`src/hw/cfg_regs_pkg.sv`:
```
// Purpose: Shared constants and carriers for the configuration header registers.
// Assumes: Offsets are byte addresses of aligned 32-bit words.
// Notes:   Write masks mark the bits that configuration software may change.
package cfg_regs_pkg;

  // Register byte offsets.
  localparam logic [7:0] OFF_LAT = 8'h0c;
  localparam logic [7:0] OFF_IO  = 8'h10;
  localparam logic [7:0] OFF_MEM = 8'h14;
  localparam logic [7:0] OFF_SID = 8'h2c;

  // Values after hard reset.
  localparam logic [31:0] RST_LAT = 32'h0000_0000;
  localparam logic [31:0] RST_IO  = 32'h0000_0001;
  localparam logic [31:0] RST_MEM = 32'h0000_0000;
  localparam logic [31:0] RST_SID = 32'h1d2e_3c4b; // Identification value is arbitrary.

  // Writable bits and read-only ones of each register.
  localparam logic [31:0] WMASK_LAT = 32'h0000_ffff;
  localparam logic [31:0] WMASK_IO  = 32'hffff_ff00;
  localparam logic [31:0] WMASK_MEM = 32'hffff_f000;
  localparam logic [31:0] RO1_IO    = 32'h0000_0001;

  // Field positions.
  localparam int TENURE_LSB = 8;
  localparam int CLS_LSB    = 0;
  localparam int IO_LSB     = 8;
  localparam int MEM_LSB    = 12;

  // Bus-master command codes.
  localparam logic [3:0] CMD_MEM_READ  = 4'h6;
  localparam logic [3:0] CMD_MEM_WRITE = 4'h7;

  // Tenure counter start value.
  localparam logic [7:0] TENURE_CNT_RST = 8'h00;

  // Configuration access request.
  typedef struct packed {
    logic        we;
    logic [7:0]  offset;
    logic [3:0]  be;
    logic [31:0] wdata;
  } cfg_req_s;

  // Subsystem identification load from the serial EEPROM path.
  typedef struct packed {
    logic        valid;
    logic [31:0] data;
  } id_load_s;

  // Bus-master sequencer states, Gray coded along idle, active, expired.
  typedef enum logic [1:0] {
    MST_IDLE    = 2'b00,
    MST_ACTIVE  = 2'b01,
    MST_EXPIRED = 2'b11
  } mst_state_e;

endpackage

```
`src/hw/cfg_id_store.sv`:
```
// Purpose: Holds the subsystem identification word.
// Assumes: Load data arrive synchronous to the clock.
// Notes:   Read data come straight from the stored register.
`timescale 1ns/100ps
module cfg_id_store (
  // Clock and reset.
  input  wire logic                     clk,
  input  wire logic                     rst_n,
  // Load path.
  input  wire logic                     load_enable,
  input  wire cfg_regs_pkg::id_load_s   load,
  // Stored word.
  output logic [31:0]                   id_q
);

  // The word changes only by an enabled load, never by a configuration write.
  always_ff @(posedge clk or negedge rst_n) begin
    if (!rst_n) begin
      id_q <= cfg_regs_pkg::RST_SID;
    end else if (load_enable && load.valid) begin
      id_q <= load.data;
    end
  end

endmodule

```
`src/hw/pci_config_header_regs.sv`:
```
// Purpose: Latency, base address and subsystem identification configuration registers,
//          target address decode and bus-master command and tenure control.
// Assumes: All inputs but reset_n are synchronous to ref_clk; command register bits arrive as inputs.
// Notes:   Soft reset leaves every configuration register unchanged; only soft_reset_seen_q follows it.
// Function
// - Self-test capable bit 31 of the latency register reads zero.
// - Self-test enable bit 30 and bits 29-16 read zero, ignore writes.
// - Bits 15-8 hold tenure clocks; reaching it raises tenure_expired_q, but ownership ends only on mst_done.
// - Cache line size bits 7-0 are stored but never steer master transfers.
// - Master reads use command 0110, master writes use 0111.
// - I/O register bits 7-2 read zero, asking for 256 bytes.
// - I/O register bit 1 reads zero, bit 0 reads one.
// - Memory register bits 11-4 read zero, asking for 4096 bytes.
// - Memory prefetch bit 3 and placement bits 2-1 read zero.
// - Memory register bit 0 reads zero.
// - Subsystem codes read only, reset to a fixed code, loaded from EEPROM when enabled.
// - I/O accesses are claimed only while I/O decode is enabled.
// - Memory accesses are claimed only while memory decode is enabled.
// - Master transfers start only while master enable is set.
`timescale 1ns/100ps
module pci_config_header_regs (
  // Clock and reset.
  input  wire logic                     ref_clk,
  input  wire logic                     reset_n,
  input  wire logic                     soft_reset,
  // Configuration access.
  input  wire logic                     cfg_req,
  input  wire cfg_regs_pkg::cfg_req_s   cfg,
  output logic                          cfg_ack_q,
  output logic [31:0]                   cfg_rdata_q,
  // Command register bits.
  input  wire logic                     io_decode_enable,
  input  wire logic                     mem_decode_enable,
  input  wire logic                     master_enable,
  // EEPROM load path.
  input  wire logic                     cfg_load_enable,
  input  wire cfg_regs_pkg::id_load_s   id_load,
  // Target address decode.
  input  wire logic                     tgt_valid,
  input  wire logic                     tgt_is_io,
  input  wire logic [31:0]              tgt_addr,
  output logic                          io_hit_q,
  output logic                          mem_hit_q,
  // Bus-master control.
  input  wire logic                     mst_req,
  input  wire logic                     mst_write,
  input  wire logic                     mst_done,
  output logic                          mst_start_q,
  output logic [3:0]                    mst_cmd_q,
  output logic                          mst_active_q,
  output logic                          tenure_expired_q
);

  logic [1:0]               rst_sync_q;
  logic                     rst_n;
  logic [31:0]              lat_q;
  logic [31:0]              io_q;
  logic [31:0]              mem_q;
  logic [31:0]              sid_q;
  logic [7:0]               tenure_cnt_q;
  cfg_regs_pkg::mst_state_e mst_state_q;
  logic                     wr_lat;
  logic                     wr_io;
  logic                     wr_mem;
  logic [7:0]               tenure_limit;
  logic [7:0]               cfg_wbyte0;
  logic                     soft_reset_seen_q;

  // Merge write data into a register under byte enables and a writable mask.
  function automatic logic [31:0] be_merge(input logic [31:0] old, input logic [31:0] wd,
                                           input logic [3:0] be, input logic [31:0] wmask);
    logic [31:0] lanes;
    lanes = {{8{be[3]}}, {8{be[2]}}, {8{be[1]}}, {8{be[0]}}} & wmask;
    return (old & ~lanes) | (wd & lanes);
  endfunction

  // Reset release through two flip-flops.
  always_ff @(posedge ref_clk or negedge reset_n) begin
    if (!reset_n) begin
      rst_sync_q <= 2'b00;
    end else begin
      rst_sync_q <= {rst_sync_q[0], 1'b1};
    end
  end
  assign rst_n = rst_sync_q[1];

  // Write strobes per register.
  assign wr_lat = cfg_req && cfg.we && (cfg.offset == cfg_regs_pkg::OFF_LAT);
  assign wr_io  = cfg_req && cfg.we && (cfg.offset == cfg_regs_pkg::OFF_IO);
  assign wr_mem = cfg_req && cfg.we && (cfg.offset == cfg_regs_pkg::OFF_MEM);
  assign tenure_limit = lat_q[cfg_regs_pkg::TENURE_LSB +: 8];
  assign cfg_wbyte0   = cfg.wdata[7:0];

  // Latency register keeps only the tenure and cache line fields.
  always_ff @(posedge ref_clk or negedge rst_n) begin
    if (!rst_n) begin
      lat_q <= cfg_regs_pkg::RST_LAT;
    end else if (wr_lat) begin
      lat_q <= be_merge(lat_q, cfg.wdata, cfg.be, cfg_regs_pkg::WMASK_LAT);
    end
  end

  // I/O base register; size bits stay zero and the space indicator stays one.
  always_ff @(posedge ref_clk or negedge rst_n) begin
    if (!rst_n) begin
      io_q <= cfg_regs_pkg::RST_IO;
    end else if (wr_io) begin
      io_q <= be_merge(io_q, cfg.wdata, cfg.be, cfg_regs_pkg::WMASK_IO)
              | cfg_regs_pkg::RO1_IO;
    end
  end

  // Memory base register; size, prefetch, placement and indicator bits stay zero.
  always_ff @(posedge ref_clk or negedge rst_n) begin
    if (!rst_n) begin
      mem_q <= cfg_regs_pkg::RST_MEM;
    end else if (wr_mem) begin
      mem_q <= be_merge(mem_q, cfg.wdata, cfg.be, cfg_regs_pkg::WMASK_MEM);
    end
  end

  // Subsystem identification store.
  cfg_id_store u_id_store (
    .clk         (ref_clk),
    .rst_n       (rst_n),
    .load_enable (cfg_load_enable),
    .load        (id_load),
    .id_q        (sid_q)
  );

  // Soft reset is noted in soft_reset_seen_q but deliberately alters no configuration register.
  always_ff @(posedge ref_clk or negedge rst_n) begin
    if (!rst_n) begin
      soft_reset_seen_q <= 1'b0;
    end else begin
      soft_reset_seen_q <= soft_reset;
    end
  end

  // Read data and acknowledge one cycle after a request; unmapped offsets read zero.
  always_ff @(posedge ref_clk or negedge rst_n) begin
    if (!rst_n) begin
      cfg_ack_q   <= 1'b0;
      cfg_rdata_q <= 32'h0000_0000;
    end else begin
      cfg_ack_q <= cfg_req;
      if (cfg_req && !cfg.we) begin
        case (cfg.offset)
          cfg_regs_pkg::OFF_LAT: cfg_rdata_q <= lat_q & cfg_regs_pkg::WMASK_LAT;
          cfg_regs_pkg::OFF_IO:  cfg_rdata_q <= io_q;
          cfg_regs_pkg::OFF_MEM: cfg_rdata_q <= mem_q;
          cfg_regs_pkg::OFF_SID: cfg_rdata_q <= sid_q;
          default:               cfg_rdata_q <= 32'h0000_0000;
        endcase
      end
    end
  end

  // Target decode against the programmed base bits, gated by the space enables.
  always_ff @(posedge ref_clk or negedge rst_n) begin
    if (!rst_n) begin
      io_hit_q  <= 1'b0;
      mem_hit_q <= 1'b0;
    end else begin
      io_hit_q  <= tgt_valid && tgt_is_io && io_decode_enable
                   && (tgt_addr[31:cfg_regs_pkg::IO_LSB] == io_q[31:cfg_regs_pkg::IO_LSB]);
      mem_hit_q <= tgt_valid && !tgt_is_io && mem_decode_enable
                   && (tgt_addr[31:cfg_regs_pkg::MEM_LSB] == mem_q[31:cfg_regs_pkg::MEM_LSB]);
    end
  end

  // Master sequencer: start, count tenure clocks, flag expiry, end on done.
  always_ff @(posedge ref_clk or negedge rst_n) begin
    if (!rst_n) begin
      mst_state_q      <= cfg_regs_pkg::MST_IDLE;
      tenure_cnt_q     <= cfg_regs_pkg::TENURE_CNT_RST;
      mst_start_q      <= 1'b0;
      mst_cmd_q        <= cfg_regs_pkg::CMD_MEM_READ;
      mst_active_q     <= 1'b0;
      tenure_expired_q <= 1'b0;
    end else begin
      mst_start_q <= 1'b0;
      case (mst_state_q)
        cfg_regs_pkg::MST_IDLE: begin
          if (mst_req && master_enable) begin
            mst_state_q  <= cfg_regs_pkg::MST_ACTIVE;
            mst_start_q  <= 1'b1;
            mst_active_q <= 1'b1;
            tenure_cnt_q <= cfg_regs_pkg::TENURE_CNT_RST;
            mst_cmd_q    <= mst_write ? cfg_regs_pkg::CMD_MEM_WRITE
                                      : cfg_regs_pkg::CMD_MEM_READ;
          end
        end
        cfg_regs_pkg::MST_ACTIVE: begin
          if (mst_done) begin
            mst_state_q  <= cfg_regs_pkg::MST_IDLE;
            mst_active_q <= 1'b0;
          end else if (tenure_cnt_q == tenure_limit) begin
            mst_state_q      <= cfg_regs_pkg::MST_EXPIRED;
            tenure_expired_q <= 1'b1;
          end else begin
            tenure_cnt_q <= tenure_cnt_q + 8'h01;
          end
        end
        cfg_regs_pkg::MST_EXPIRED: begin
          if (mst_done) begin
            mst_state_q      <= cfg_regs_pkg::MST_IDLE;
            mst_active_q     <= 1'b0;
            tenure_expired_q <= 1'b0;
          end
        end
        default: begin
          mst_state_q      <= cfg_regs_pkg::MST_IDLE;
          mst_active_q     <= 1'b0;
          tenure_expired_q <= 1'b0;
        end
      endcase
    end
  end
endmodule

```
`config.mk`:
```
export PLATFORM = sky130hd
export DESIGN_NAME = pci_config_header_regs
export DESIGN_NICKNAME = d
export VERILOG_FILES = /design/src/hw/cfg_regs_pkg.sv /design/src/hw/cfg_id_store.sv /design/src/hw/pci_config_header_regs.sv
export SDC_FILE = /design/constraint.sdc
export NUM_CORES = 1
export LEC_CHECK = 0
export BUFFER_PORTS_ARGS = -buffer_cell sky130_fd_sc_hd__buf_4
export CAP_MARGIN = 20
export CORE_MARGIN = 10
export CORE_UTILIZATION = 40
export DETAILED_ROUTE_END_ITERATION = 16
export GPL_TIMING_DRIVEN = 0
export PLACE_DENSITY = 0.69
export SYNTH_ARGS = -nofsm -noshare
export SYNTH_HDL_FRONTEND = slang
export SYNTH_SLANG_ARGS = --single-unit
```
`constraint.sdc`:
```
create_clock -name ref_clk -period 13.2 [get_ports ref_clk]
set_clock_uncertainty 0.1 [all_clocks]
set_input_delay 0.66 -clock ref_clk [delete_from_list [all_inputs] [get_ports ref_clk]]
set_output_delay 0.66 -clock ref_clk [all_outputs]
set_load 0.01 [all_outputs]
```
# ---- Word-level counts from Yosys, hierarchy flattened
# Cells that the tools add are included.
# W data, S select, Z words.
dict set report totals {
  register_bits 181
  elab_cells 87
  inputBits 123
  output_inout_bits 42
  ramBits 0
  latchBits 0
  mem_count 0
  rom_bits 0
}
dict set report classes {
  n_bitwise 13
  div_mod_pow 0
  n_lt_le_gt_ge 0
  n_addsub 1
  mul 0
  eq_ne 16
  reduce_logical 23
  n_mux 19
  shift 0
}
# cell n
set op_table {}
lappend op_table {{$and A32 B32 Y32} 5}
lappend op_table {{$pmux W32 S4} 1}
lappend op_table {{$or A32 B32 Y32} 3}
lappend op_table {{$not A32 Y32} 2}
lappend op_table {{$and A32 B16 Y32} 1}
lappend op_table {{$not A16 Y32} 1}
lappend op_table {{$eq A24 B24 Y1} 1}
lappend op_table {{$mux W8} 3}
lappend op_table {{$eq A20 B20 Y1} 1}
lappend op_table {{$eq A8 B5 Y1 const B} 2}
lappend op_table {{$pmux W8 S2} 1}
lappend op_table {{$logic_and A1 B1 Y1} 13}
lappend op_table {{$ne A2 B2 Y1 const B} 5}
lappend op_table {{$add A8 B1 Y8 const B} 1}
lappend op_table {{$eq A8 B4 Y1 const B} 1}
lappend op_table {{$eq A8 B6 Y1 const B} 1}
lappend op_table {{$eq A8 B8 Y1} 1}
lappend op_table {{$mux W2} 4}
lappend op_table {{$reduce_and A4 Y1} 2}
lappend op_table {{$mux W1} 7}
lappend op_table {{$pmux W2 S3} 1}
lappend op_table {{$reduce_and A2 Y1} 2}
lappend op_table {{$ne A3 B3 Y1 const B} 1}
lappend op_table {{$pmux W1 S3} 1}
lappend op_table {{other kinds (10)} 11}

# ---- Depth between registers and ports, before layout
dict set report depth {
  ltp_word 4
  ltp_mapped 8
  depth_no_buf 5
}

# ---- Hierarchy
# Synthesis repeated with hierarchy kept, for this count alone.
dict set report hier_totals {
  hier_cells 546
  area_unflattened_um2 6910.4
}
# mod instances area_each_um2 seq_area_each_um2 cells_each
set by_module_without_submodules {}
lappend by_module_without_submodules {pci_config_header_regs 1 5545.3 2777.7 478}
lappend by_module_without_submodules {cfg_id_store 1 1365.1 820.8 68}

# ---- Worst setup path after synthesis
# OpenSTA, ideal clock, no wires.
dict set report synth_path {
  kind {input -> register}
  start {input cfg[41] (netlist name)}
  end {register with a tool-made name}
  stages 6
  slack_ns 10.997
  n_path_buf 1
  arrival_time_ns 1.978
  required_time_ns 12.975
  setup_time_ns 0.125
  cell_sequence {buf_6 -> nor3b_4 -> and2b_4 -> and2_4 -> nand2_8 -> mux2_4}
}
# item line
set synth_rtl {}
lappend synth_rtl {{start: declaration} pci_config_header_regs.sv:28} ;# input wire cfg_regs_pkg::cfg_req_s cfg,

==> impl_metrics.json <==
{
  "gp_congestion": 0.861,
  "grt_pass1_vias": 5403,
  "syn_to_final_growth_pct": 30.6,
  "crit_path_start_kind": "primary input",
  "cts_max_path_buffers": 2,
  "slew_headroom": 0.550,
  "insertion_delay_ps": 420,
  "diodes": 0,
  "period_minus_slack_ps": 2160,
  "fin_crit_sh": 0.164,
  "synthFlopType": "dfrtp_1",
  "pin_count": 165,
  "crit_fanout": 8,
  "track_usage": 0.170,
  "drt-pass1-iter-count": 4,
  "wl_um": 19700,
  "cts.sinks": 143,
  "antenna_found_initial": 0,
  "ys_seq_area_frac": 0.522,
  "htree_levels": 4,
  "yosysWarnings": 0,
  "yosysTopAreaCell": "dfrtp_1",
  "cellPowerDensity_nw_per_um2": 131,
  "portBuffers": 150,
  "final_core_util": 0.537,
  "ctsResizeCount": 0,
  "routed-via-count": 4991,
  "ys_top_cells_by_count": "dfrtp_1 (127), mux2_2 (92), nand2_1 (34), xor2_1 (31), o21ai_0 (29)",
  "initial_core_util": 0.412,
  "worst_pin_slew_ps": 675,
  "placed_area_um2": 8370,
  "num_rows": 47,
  "synth.top_cell.area_share": 0.461,
  "fmaxAchievable_ghz": 0.463,
  "syn_area_um2": 6900,
  "dp_hpwl_um": 15100,
  "syn_inst": 543,
  "grt_max_degree": 70,
  "die_x_um": 151,
  "core_um2": 16800,
  "end_kind": "register",
  "grt_setup_unrepaired": "false",
  "numCtsBuffers": 17,
  "die-area_um2": 22900,
  "peakVddDrop_mv": 0.128,
  "fp.dieH_um": 151,
  "drtIter0Drc": 269,
  "path_clk_slew_ps": 60,
  "grt_remaining_overflow": 0,
  "required_ps": 13400,
  "wl_per_cell_um": 20.7,
  "finalInstanceArea_um2": 9010,
  "syn_area_per_cell_um2": 12.7,
  "drive_above_1_share": 0.464,
  "regArea_um2": 3600,
  "synth.most_common_cell": "dfrtp_1",
  "hold_viol": 0,
  "cts_tree": "built",
  "ys_top_cells_by_area": "dfrtp_1 (46%), mux2_2 (15%), dfstp_2 (6.1%)",
  "synth-seq-cells": 143,
  "grt_pass1_wl_um": 29800,
  "cap_viol_max_count": 0,
  "ant_nets": 0,
  "layout.nets": 841,
  "synth_cell_types": 59,
  "synth_async_sr_flop_share": 1.00,
  "viasPerCell": 5.25,
  "path_class": "in -> reg",
  "cp.arrival_ps": 2360,
  "cts-root-buf": "clkbuf_16",
  "nFillCells": 1453,
  "tns_ps": 0,
  "drv_slew": 0,
  "multi_input_area_um2": 3170,
  "status": "completed",
  "power_leakage_nw": 4.35,
  "drcViolationCount": 0,
  "hold_path.class": "reg -> async",
  "setup_violations": 0,
  "synth-edff-count": 0
}
[final timing paths]
path                                                   endpoint  cells after the start                         from  slack (ps)
worst min register to register   u_id_store.id_q[7]$_DFFE_PN0P_                      0      rst_sync_q[1]$_DFF_PN0_         130
max in group asynchronous       u_id_store.id_q[24]$_DFFE_PN1P_                      2      rst_sync_q[1]$_DFF_PN0_       11870
worst max register to register      tenure_cnt_q[1]$_DFFE_PN0P_                      6  tenure_cnt_q[0]$_DFFE_PN0P_       11130
worst min-delay path             u_id_store.id_q[7]$_DFFE_PN0P_                      0      rst_sync_q[1]$_DFF_PN0_         130
min in group ref_clk                    rst_sync_q[1]$_DFF_PN0_                      0      rst_sync_q[0]$_DFF_PN0_         260
worst max-delay path                                   register                      7                      cfg[37]       11040
[layout by cell type, fill, tap and decap left out, types with 10 or more instances in the layout]
cell / n
dfrtp_1: 126
clkbuf_1: 10
clkbuf_16: 17
xnor2_1: 21
nand2_1: 34
buf_4: 154
mux2i_1: 11
nor4_1: 12
xor2_1: 31
a22oi_1: 18
nor2_1: 16
dfstp_2: 16
mux2_2: 92
o21ai_0: 29
mux2_4: 24
[critical path, cell delays in order]
cell and delay (ps):
buf_4 120, nor4_4 480, and3_1 220, buf_4 140, and2_1 220, nand2_2 190, mux2_2 320
[cells by family after synthesis]
family | count (synthesis) | synth area share
simple gates | 112 | 0.0985
xor+xnor | 52 | 0.0660
fa+ha+maj | 1 | 0.00181
buf+inv | 29 | 0.0207
mux | 127 | 0.218
compound gates | 77 | 0.0720
other cells | 2 | 0.00109
flops | 143 | 0.522
[through the flow]
step	hold WS [ps]	setup slack, ps	total power [W]	instances
floorplan	231	8850	0.000591	545
global placement	238	7390	0.000655	915
detailed placement	140	10600	0.000663	917
CTS	142	11040	0.00118	950
global route	158	10870	0.00122	950
finish	134	11040	0.00118	950
[area by class of cell]
| cell class | instances | area share |
|---|---|---|
| multi-input combinational | 373 | 0.351 |
| tap | 220 | 0.0306 |
| sequential | 143 | 0.400 |
| clock inverter | 11 | 0.0211 |
| inverter | 4 | 0.00167 |
| timing repair buffer | 153 | 0.132 |
| clock buffer | 21 | 0.0489 |
| buffer | 25 | 0.0142 |
[timing repair]
action	4_1_cts	5_1_grt
hold buffers	1	0
buffers inserted	0	0
hold endpoints to repair	2	0
[layer usage]
layer,vias to the layer above,GRT usage,routed length (µm)
li1,2306,-,-
met1,2507,0.209,8180
met2,166,0.275,9520
met3,12,0.0549,1720
met4,0,0.0597,248
met5,-,0,0
[where the power goes]
part	switching [W]	internal, W
Clock	0.000184	0.000335
Sequential	0.0000254	0.000474
Combinational	0.0000757	0.0000822
Total	0.000285	0.000891
Power figures use the tool's default switching activity.
